--- config.mk ---
export PLATFORM = sky130hd
export DESIGN_NAME = very_fast_counter
export DESIGN_NICKNAME = d
export VERILOG_FILES = /design/src/design/vfc_pkg.sv /design/src/design/vfc_sync.sv /design/src/design/very_fast_counter.sv
export SDC_FILE = /design/constraint.sdc
export NUM_CORES = 1
export LEC_CHECK = 0
export BUFFER_PORTS_ARGS = -buffer_cell sky130_fd_sc_hd__buf_4
export CORE_ASPECT_RATIO = 0.75
export CORE_MARGIN = 5
export CORE_UTILIZATION = 40
export DETAILED_ROUTE_END_ITERATION = 16
export PLACE_DENSITY = 0.67
export SYNTH_ARGS = -nofsm -noshare
export SYNTH_HDL_FRONTEND = slang
export SYNTH_HIERARCHICAL = 1
export SYNTH_SLANG_ARGS = --single-unit
export TNS_END_PERCENT = 100
--- constraint.sdc ---
create_clock -name mclk_i -period 4.9 [get_ports mclk_i]
set_input_delay 0.49 -clock mclk_i [delete_from_list [all_inputs] [get_ports mclk_i]]
set_output_delay 0.49 -clock mclk_i [all_outputs]
set_load 0.005 [all_outputs]
--- src/design/vfc_pkg.sv ---
package vfc_pkg;

    // ****************************************************************
    // Register map (byte offsets) and control fields
    // ****************************************************************
    localparam logic [7:0] ADDR_CTRL    = 8'h00;
    localparam logic [7:0] ADDR_PRESET  = 8'h04;
    localparam logic [7:0] ADDR_TH_LO   = 8'h08;
    localparam logic [7:0] ADDR_TH_HI   = 8'h0C;
    localparam logic [7:0] ADDR_VALUE   = 8'h10;
    localparam logic [7:0] ADDR_CAPTURE = 8'h14;
    localparam logic [7:0] ADDR_STATUS  = 8'h18;

    localparam int CTL_ENABLE    = 0;
    localparam int CTL_REINIT    = 1;
    localparam int CTL_DONE_CLR  = 2;
    localparam int CTL_PIN_EN    = 3;
    localparam int CTL_TIME_BASE = 4;
    localparam int CTL_MODE_LSB  = 8;

    localparam int STS_DONE  = 0;
    localparam int STS_DIR   = 1;
    localparam int STS_LO    = 2;
    localparam int STS_HI    = 3;
    localparam int STS_VALID = 4;

    localparam logic [31:0] PRESET_RESET = 32'h0000FFFF;

    // ****************************************************************
    // Modes: software code and internal one-hot form
    // ****************************************************************
    localparam logic [2:0] CODE_UPDOWN = 3'h1;
    localparam logic [2:0] CODE_QUAD   = 3'h2;
    localparam logic [2:0] CODE_UP     = 3'h3;
    localparam logic [2:0] CODE_DOWN   = 3'h4;
    localparam logic [2:0] CODE_FREQ   = 3'h5;

    typedef enum logic [5:0] {
        MODE_OFF    = 6'h01,
        MODE_UPDOWN = 6'h02,
        MODE_QUAD   = 6'h04,
        MODE_UP     = 6'h08,
        MODE_DOWN   = 6'h10,
        MODE_FREQ   = 6'h20
    } count_mode_t;

    // ****************************************************************
    // Time base of the frequency gate
    // ****************************************************************
    localparam int unsigned CLK_HZ      = 25_000_000;
    localparam int unsigned GATE_MS     = 100;
    localparam int unsigned GATE_LONG_S = 1;
    localparam int unsigned GATE_CYC    = CLK_HZ / 1000 * GATE_MS;
    localparam int unsigned GATE_LONG_CYC = CLK_HZ * GATE_LONG_S;

    // Pin bundle order after synchronisation
    typedef struct packed {
        logic catch_in;
        logic preset_in;
        logic dir;
        logic pulse;
    } pins_t;

endpackage

--- src/design/vfc_sync.sv ---
`timescale 1ns/1ns
`default_nettype none
module vfc_sync
    import vfc_pkg::*;
(
    input  wire logic mclk_i,      // System clock
    input  wire logic reset_n_i,   // Synchronous reset, active low
    input  wire pins_t pin_i,      // Raw field pins
    output pins_t      level_o,    // Synchronised levels
    output pins_t      rise_o      // One-cycle rising edge pulses
);

    typedef struct packed {
        pins_t s1;
        pins_t s2;
        pins_t s3;
    } sync_t;

    sync_t q;
    sync_t d;

    // ****************************************************************
    // Two-stage sync, third stage for edge compare
    // ****************************************************************
    always_comb begin
        d    = q;
        d.s1 = pin_i;
        d.s2 = q.s1;
        d.s3 = q.s2;
    end

    always_ff @(posedge mclk_i) begin
        if (!reset_n_i) begin
            q <= '0;
        end else begin
            q <= d;
        end
    end

    assign level_o = q.s2;
    assign rise_o  = q.s2 & ~q.s3;

endmodule
`default_nettype wire

--- src/design/very_fast_counter.sv ---
// Operation
// - Mode select: off, up/down, two-phase, up, down, frequency meter.
// - Counter steps per mode; preset input can load the preset value.
// - Up/down mode shows direction of last step: 0 up, 1 down.
// - Down, up/down, two-phase: preset edge or reinit loads preset value.
// - New preset value takes effect on reinit or when the running cycle ends.
// - Frequency mode: catch rising edge copies value into capture.
// - Lower flag is 1 while value >= lower threshold, else 0.
// - Upper flag is 1 while value >= upper threshold, else 0.
// - Done sets at preset in up mode, at zero in down, up/down.
// - Done clears on reinit or while done clear is 1.
// - Done clear is a level; software must drop it itself.
// - Frequency time base bit: 0 is 100 ms, 1 is 1 s.
// - Preset pin rising edge forces value to preset, except in off and frequency modes; low pin no effect.
// - Preset pin acts only while preset input enable is set.
// - Each counter instance drives its own pair of reflex outputs.
// - Value follows pulses only while count enable is 1.
// - Single up mode: reinit sets value to zero.
// - Up mode: reaching preset sets done and returns value to zero.
// - Counting only on pulse rising edges while enabled.
`timescale 1ns/1ns
`default_nettype none
module very_fast_counter
    import vfc_pkg::*;
#(
    parameter int unsigned GATE_SHORT = GATE_CYC,      // 100 ms gate in cycles
    parameter int unsigned GATE_LONG  = GATE_LONG_CYC  // 1 s gate in cycles
) (
    input  wire logic        mclk_i,                   // 25 MHz clock
    input  wire logic        reset_n_i,                // Sync reset, active low
    input  wire logic [7:0]  addr_i,                   // Register byte address
    input  wire logic [31:0] wdata_i,                  // Write data
    input  wire logic        wr_i,                     // Write strobe
    input  wire logic        rd_i,                     // Read strobe
    output logic      [31:0] rdata_o,                  // Read data, next cycle
    input  wire logic        pulse_i,                  // Pulse or phase A pin
    input  wire logic        dir_i,                    // Direction or phase B pin
    input  wire logic        preset_input_i,           // Preset pin
    input  wire logic        catch_input_i,            // Catch pin
    output logic             done_flag_o,              // Done flag
    output logic             direction_flag_o,         // 1 after a down step in up/down mode
    output logic             lower_threshold_flag_o,   // Value >= lower threshold
    output logic             upper_threshold_flag_o,   // Value >= upper threshold
    output logic             reflex_out_a0_o,          // Reflex output 0
    output logic             reflex_out_a1_o           // Reflex output 1
);

    // ****************************************************************
    // State
    // ****************************************************************
    typedef struct packed {
        logic [2:0]  mode_sel;
        count_mode_t mode;
        logic        enable;
        logic        pin_enable;
        logic        time_base;
        logic        done_clear;
        logic        started;
        logic [31:0] value;
        logic [31:0] preset_wr;
        logic [31:0] preset_act;
        logic [31:0] capture;
        logic [31:0] th_lo_wr;
        logic [31:0] th_hi_wr;
        logic [31:0] th_lo;
        logic [31:0] th_hi;
        logic [31:0] accum;
        logic [31:0] gate;
        logic        done;
        logic        dir;
        logic        flag_lo;
        logic        flag_hi;
        logic        freq_valid;
        logic        reflex0;
        logic        reflex1;
        logic [31:0] rdata;
    } state_t;

    state_t q;
    state_t d;
    pins_t  raw;
    pins_t  lvl;
    pins_t  rise;
    logic   reinit;
    logic   up_ev;
    logic   dn_ev;
    logic   preset_ev;
    logic   run;
    logic   gate_end;
    logic [31:0] nxt;
    logic [31:0] gate_lim;

    function automatic count_mode_t decode(input logic [2:0] code);
        case (code)
            CODE_UPDOWN: decode = MODE_UPDOWN;
            CODE_QUAD:   decode = MODE_QUAD;
            CODE_UP:     decode = MODE_UP;
            CODE_DOWN:   decode = MODE_DOWN;
            CODE_FREQ:   decode = MODE_FREQ;
            default:     decode = MODE_OFF;
        endcase
    endfunction

    // ****************************************************************
    // Pin synchroniser
    // ****************************************************************
    assign raw = '{catch_in: catch_input_i, preset_in: preset_input_i,
                   dir: dir_i, pulse: pulse_i};

    vfc_sync u_sync (
        .mclk_i    (mclk_i),
        .reset_n_i (reset_n_i),
        .pin_i     (raw),
        .level_o   (lvl),
        .rise_o    (rise)
    );

    // ****************************************************************
    // Next state
    // ****************************************************************
    always_comb begin
        d        = q;
        d.rdata  = '0;
        reinit   = 1'b0;
        up_ev    = 1'b0;
        dn_ev    = 1'b0;
        nxt      = q.value;
        gate_end = 1'b0;
        gate_lim = q.time_base ? 32'(GATE_LONG) : 32'(GATE_SHORT);
        run      = q.started && q.enable;
        if (rd_i) begin
            case (addr_i)
                ADDR_CTRL:    d.rdata = {21'h0, q.mode_sel, 3'h0, q.time_base,
                                         q.pin_enable, q.done_clear, 1'b0, q.enable};
                ADDR_PRESET:  d.rdata = q.preset_wr;
                ADDR_TH_LO:   d.rdata = q.th_lo_wr;
                ADDR_TH_HI:   d.rdata = q.th_hi_wr;
                ADDR_VALUE:   d.rdata = q.value;
                ADDR_CAPTURE: d.rdata = q.capture;
                ADDR_STATUS:  d.rdata = {27'h0, q.freq_valid, q.flag_hi, q.flag_lo,
                                         q.dir, q.done};
                default:      d.rdata = '0;
            endcase
        end
        if (wr_i) begin
            case (addr_i)
                ADDR_CTRL: begin
                    d.enable     = wdata_i[CTL_ENABLE];
                    d.done_clear = wdata_i[CTL_DONE_CLR];
                    d.pin_enable = wdata_i[CTL_PIN_EN];
                    d.time_base  = wdata_i[CTL_TIME_BASE];
                    d.mode_sel   = wdata_i[CTL_MODE_LSB +: 3];
                    reinit       = wdata_i[CTL_REINIT];
                end
                ADDR_PRESET: d.preset_wr = wdata_i;
                ADDR_TH_LO:  d.th_lo_wr  = wdata_i;
                ADDR_TH_HI:  d.th_hi_wr  = wdata_i;
                default: ;
            endcase
        end
        // Pulse decoding per mode, rising edges only
        case (q.mode)
            MODE_UPDOWN: begin
                up_ev = rise.pulse && !lvl.dir;
                dn_ev = rise.pulse && lvl.dir;
            end
            MODE_QUAD: begin
                up_ev = rise.pulse && !lvl.dir;
                dn_ev = rise.pulse && lvl.dir;
            end
            MODE_UP:   up_ev = rise.pulse;
            MODE_DOWN: dn_ev = rise.pulse;
            default: ;
        endcase
        up_ev     = up_ev && run;
        dn_ev     = dn_ev && run;
        preset_ev = q.pin_enable && rise.preset_in && q.started
                    && (q.mode inside {MODE_UPDOWN, MODE_QUAD, MODE_UP, MODE_DOWN});
        if (reinit) begin
            d.started    = 1'b1;
            d.mode       = decode(d.mode_sel);
            d.preset_act = d.preset_wr;
            d.th_lo      = d.th_lo_wr;
            d.th_hi      = d.th_hi_wr;
            d.done       = 1'b0;
            d.freq_valid = 1'b0;
            d.accum      = '0;
            d.gate       = '0;
            d.dir        = 1'b0;
            if (d.mode inside {MODE_UP, MODE_FREQ, MODE_OFF}) begin
                d.value = '0;
            end else begin
                d.value = d.preset_wr;
            end
        end else if (preset_ev) begin
            d.value = q.preset_act;
        end else if (up_ev) begin
            nxt = q.value + 32'h1;
            if (q.mode == MODE_UP && nxt == q.preset_act) begin
                d.value      = '0;
                d.done       = 1'b1;
                d.preset_act = q.preset_wr;
            end else begin
                d.value = nxt;
            end
            if (q.mode == MODE_UPDOWN) begin
                d.dir = 1'b0;
            end
        end else if (dn_ev) begin
            nxt = q.value - 32'h1;
            if (q.mode == MODE_DOWN && nxt == '0) begin
                d.value      = q.preset_wr;
                d.preset_act = q.preset_wr;
                d.done       = 1'b1;
            end else begin
                d.value = nxt;
                if (q.mode == MODE_UPDOWN && nxt == '0) begin
                    d.done = 1'b1;
                end
            end
            if (q.mode == MODE_UPDOWN) begin
                d.dir = 1'b1;
            end
        end else if (q.mode == MODE_FREQ && run) begin
            d.gate   = q.gate + 32'h1;
            d.accum  = q.accum + {31'h0, rise.pulse};
            gate_end = (q.gate >= gate_lim - 32'h1);
            if (gate_end) begin
                d.value      = d.accum;
                d.accum      = '0;
                d.gate       = '0;
                d.freq_valid = 1'b1;
            end
        end
        if (q.mode == MODE_FREQ && rise.catch_in) begin
            d.capture = q.value;
        end
        // Clear level wins over a done event in the same cycle
        if (d.done_clear) begin
            d.done = 1'b0;
        end
        d.flag_lo = q.value >= q.th_lo;
        d.flag_hi = q.value >= q.th_hi;
        d.reflex0 = q.flag_lo && (q.mode != MODE_FREQ);
        d.reflex1 = q.flag_hi && (q.mode != MODE_FREQ);
    end

    always_ff @(posedge mclk_i) begin
        if (!reset_n_i) begin
            q            <= '0;
            q.mode       <= MODE_OFF;
            q.preset_wr  <= PRESET_RESET;
            q.preset_act <= PRESET_RESET;
        end else begin
            q <= d;
        end
    end

    assign rdata_o                = q.rdata;
    assign done_flag_o            = q.done;
    assign direction_flag_o       = q.dir;
    assign lower_threshold_flag_o = q.flag_lo;
    assign upper_threshold_flag_o = q.flag_hi;
    assign reflex_out_a0_o        = q.reflex0;
    assign reflex_out_a1_o        = q.reflex1;
endmodule
`default_nettype wire

==> metrics.csv <==
stage,metric,value,unit
global_routing,vias in the first global route,20700,
sta,final worst-path cycle share,92.1,%
global_routing,initial antenna violation count,5,
logic_synthesis,Post-Syn Area,21800,sq um
setup_path,Crit. Startpoint,q[327]$_SDFFE_PN0P_,
setup_path,CP Data Required Time,5340,ps
pwr,leakage,9.19,nW
floorplan,Top-Level Pins,86,
final_layout,share of cells above drive strength 1,12.0,%
placed_design,hpwl dp,62400,um
final_layout,"Net count, final",2872,
clock_tree,H-tree Lvls,2,
setup_path,CP max FO,13,
floorplan,Core Region,54200,sq um
clock_tree,Num Clock Sinks,384,
setup_path,crit path cell chain,ha_1 -> inv_1 -> nor3_1 -> a21o_1 -> nand4_1 -> a2111oi_0 -> and4b_1 -> a21oi_1 -> a2111oi_0 -> a21oi_1,
placed_design,PortBufs,85,
sta,Worst Tran Pin Value,1370,ps
worst_hold_path,hold crit path type,in2reg,
sta,Worst Skew,25.0,ps
final_layout,post-layout util,45.2,%
floorplan,Row Count,74,
sta,Slew HR,8.60,%
setup_path,Worst R2R Setup Slack,380,ps
sta,RSZ-0062 raised after global routing,no,
global_routing,first-pass GRT wire length,131000,um
setup_path,crit start category,flip-flop,
global_routing,total track usage,28.6,%
outcome,run status,finished clean,
pwr,Tot Pwr,0.00674,W
final_layout,Layout Area Growth over Synthesis,12.4,%
setup_path,Reg2Reg Depth,10,
global_routing,largest net degree at the start of global routing,96,
sta,Final setup viols,0,
setup_path,CP endpoint,q[347]$_SDFFE_PN0P_,
run,max_cap viols,0,
detailed_routing,drt initial violations,2753,
clock_tree,CTS root buf,clkbuf_16,
floorplan,Die Area,59200,sq um
clock_tree,PostCTS Resize Cnt,0,
setup_path,crit path kind,reg2reg,
pwr,Pwr per Cell Area,276,nW/um^2
detailed_routing,post-route ant nets,0,
clock_tree,CTS tree,yes,
pwr,worst vdd ir,258,uV
logic_synthesis,yosys warns,6,
detailed_routing,WL per Instance,25.3,um
clock_tree,clk slew on worst S/H paths,70,ps
clock_tree,clk_lat worst skew,580,ps
clock_tree,"Hold-fix buffers, CTS",0,
floorplan,Chip Height,212,um
setup_path,CP peak stage delay,730,ps
logic_synthesis,Avg Inst Size Synth,7.88,sq um
setup_path,crit end category,flip-flop,
setup_path,CP Buf/Inv Count,1,
detailed_routing,Post-Route WL,88500,um
sta,Final Hold Vio Count,0,
sta,setup TNS,0,ps
detailed_routing,residual DRC count,0,
clock_tree,Longest Clk Path Bufs,3,
placed_design,routability cong.,1.01,
clock_tree,Post CTS Setup Buffer Count,0,
global_routing,total grt overflow,0,
detailed_routing,via count,21900,
setup_path,origin of the critical flop-to-flop path,q[327]$_SDFFE_PN0P_,
setup_path,cell family with most CP delay,compound AO/OA/AOI/OAI gates,
clock_tree,CTS buffer count,41,
sta,maximum clock frequency,0.221,GHz
detailed_routing,Pre-antenna DRT Iters,8,
logic_synthesis,Cells after Synth,2763,
setup_path,Crit path arrival time,4950,ps
setup_path,CP Depth,10,
sta,Final Max Tran Viols,0,
setup_path,critical path's slowest cell,a2111oi_0,
logic_synthesis,Post-Syn Nets,2894,
detailed_routing,DR vias/cell,6.28,
sta,minimum clock period,4520,ps
floorplan,die width,279,um
setup_path,reg2reg end,q[347]$_SDFFE_PN0P_,
floorplan,Starting Density,40.2,%
## stage by stage
step / hold slack, ps / setup WS (ps) / cells / instance area (sq um)
after floorplan: 421 / 1370 / 2763 / 21800
after global placement: 437 / 358 / 3420 / 23000
after detailed placement: 438 / 442 / 3420 / 23000
after CTS: 110 / 433 / 3492 / 24500
after global routing: 117 / 175 / 3493 / 24500
final: 132 / 385 / 3494 / 24500
## power breakdown
group          internal, W  total, W  switching [W]
clock network      0.00203   0.00340        0.00137
registers          0.00313   0.00314     0.00000708
logic            0.0000665  0.000208       0.000142
## cells in the final DEF (no fill, tap or decap), types with 8 or more instances in the layout
master	count
o22ai_1	15
a211oi_1	23
and4_1	15
a222oi_1	25
clkbuf_16	43
or4_1	13
a22oi_1	16
ha_1	83
inv_1	87
dfxtp_1	384
nor4b_2	12
a221oi_1	20
or3_1	34
nand2b_1	20
clkbuf_8	11
o211ai_1	27
nor2_1	243
o221ai_1	12
a21o_1	37
nor3b_1	19
mux2i_1	41
nand4_1	47
nor3_1	86
nand3b_1	9
and3_1	31
buf_4	168
or2_2	8
a2111oi_0	10
nor2b_1	15
a31oi_1	17
and2_1	17
xor2_1	60
o21a_1	11
xnor2_1	67
o21ai_0	90
nand3_1	70
mux2_2	35
nand2_1	372
nor4_1	46
a21oi_1	284
## worst reg2reg max path, delay by kind of cell, from the launching register on
family,cells,cell delay (ps)
simple gates,3,1060
buf+inv,1,280
compound gates,5,1790
flops,1,670
fa+ha+maj,1,570
## how the worst min path moves through the flow
stage / from / to / slack [ps] / cells past startpoint
after detailed placement: u_sync/d[7]$_SDFF_PN0_ / u_sync/level_o[3]$_SDFF_PN0_ / 440 / 1
final: catch_input_i / u_sync/d[7]$_SDFF_PN0_ / 130 / 2
after global routing: catch_input_i / u_sync/d[7]$_SDFF_PN0_ / 120 / 2
after global placement: u_sync/d[7]$_SDFF_PN0_ / u_sync/level_o[3]$_SDFF_PN0_ / 440 / 1
after floorplan: u_sync/level_o[3]$_SDFF_PN0_ / u_sync/q[3]$_SDFF_PN0_ / 420 / 1
after CTS: catch_input_i / u_sync/d[7]$_SDFF_PN0_ / 110 / 2
## sequential cells by signal (all words and copies together) (netlist names)
register,flops
q,335
rdata_o,32
u_sync/d,4
u_sync/level_o,4
u_sync/q,3
direction_flag_o,1
done_flag_o,1
lower_threshold_flag_o,1
reflex_out_a0_o,1
reflex_out_a1_o,1
upper_threshold_flag_o,1
## routing by layer
metal / global-route usage, % / part of all wire, %
met5: 0 / 0.015
met4: 10.2 / 3.4
met3: 6.36 / 10
met2: 42.3 / 42
met1: 41.1 / 45
## layout make-up
class / count / area (sq um)
Fill cell: 5306 / 29700
Multi-Input combinational cell: 2053 / 12700
Sequential cell: 384 / 7690
Timing Repair Buffer: 173 / 1360
Clock buffer: 59 / 1250
Tap cell: 722 / 903
Inverter: 88 / 335
Clock inverter: 13 / 204
Antenna cell: 2 / 5.00
Note: power is estimated with default switching activity, not from simulation.
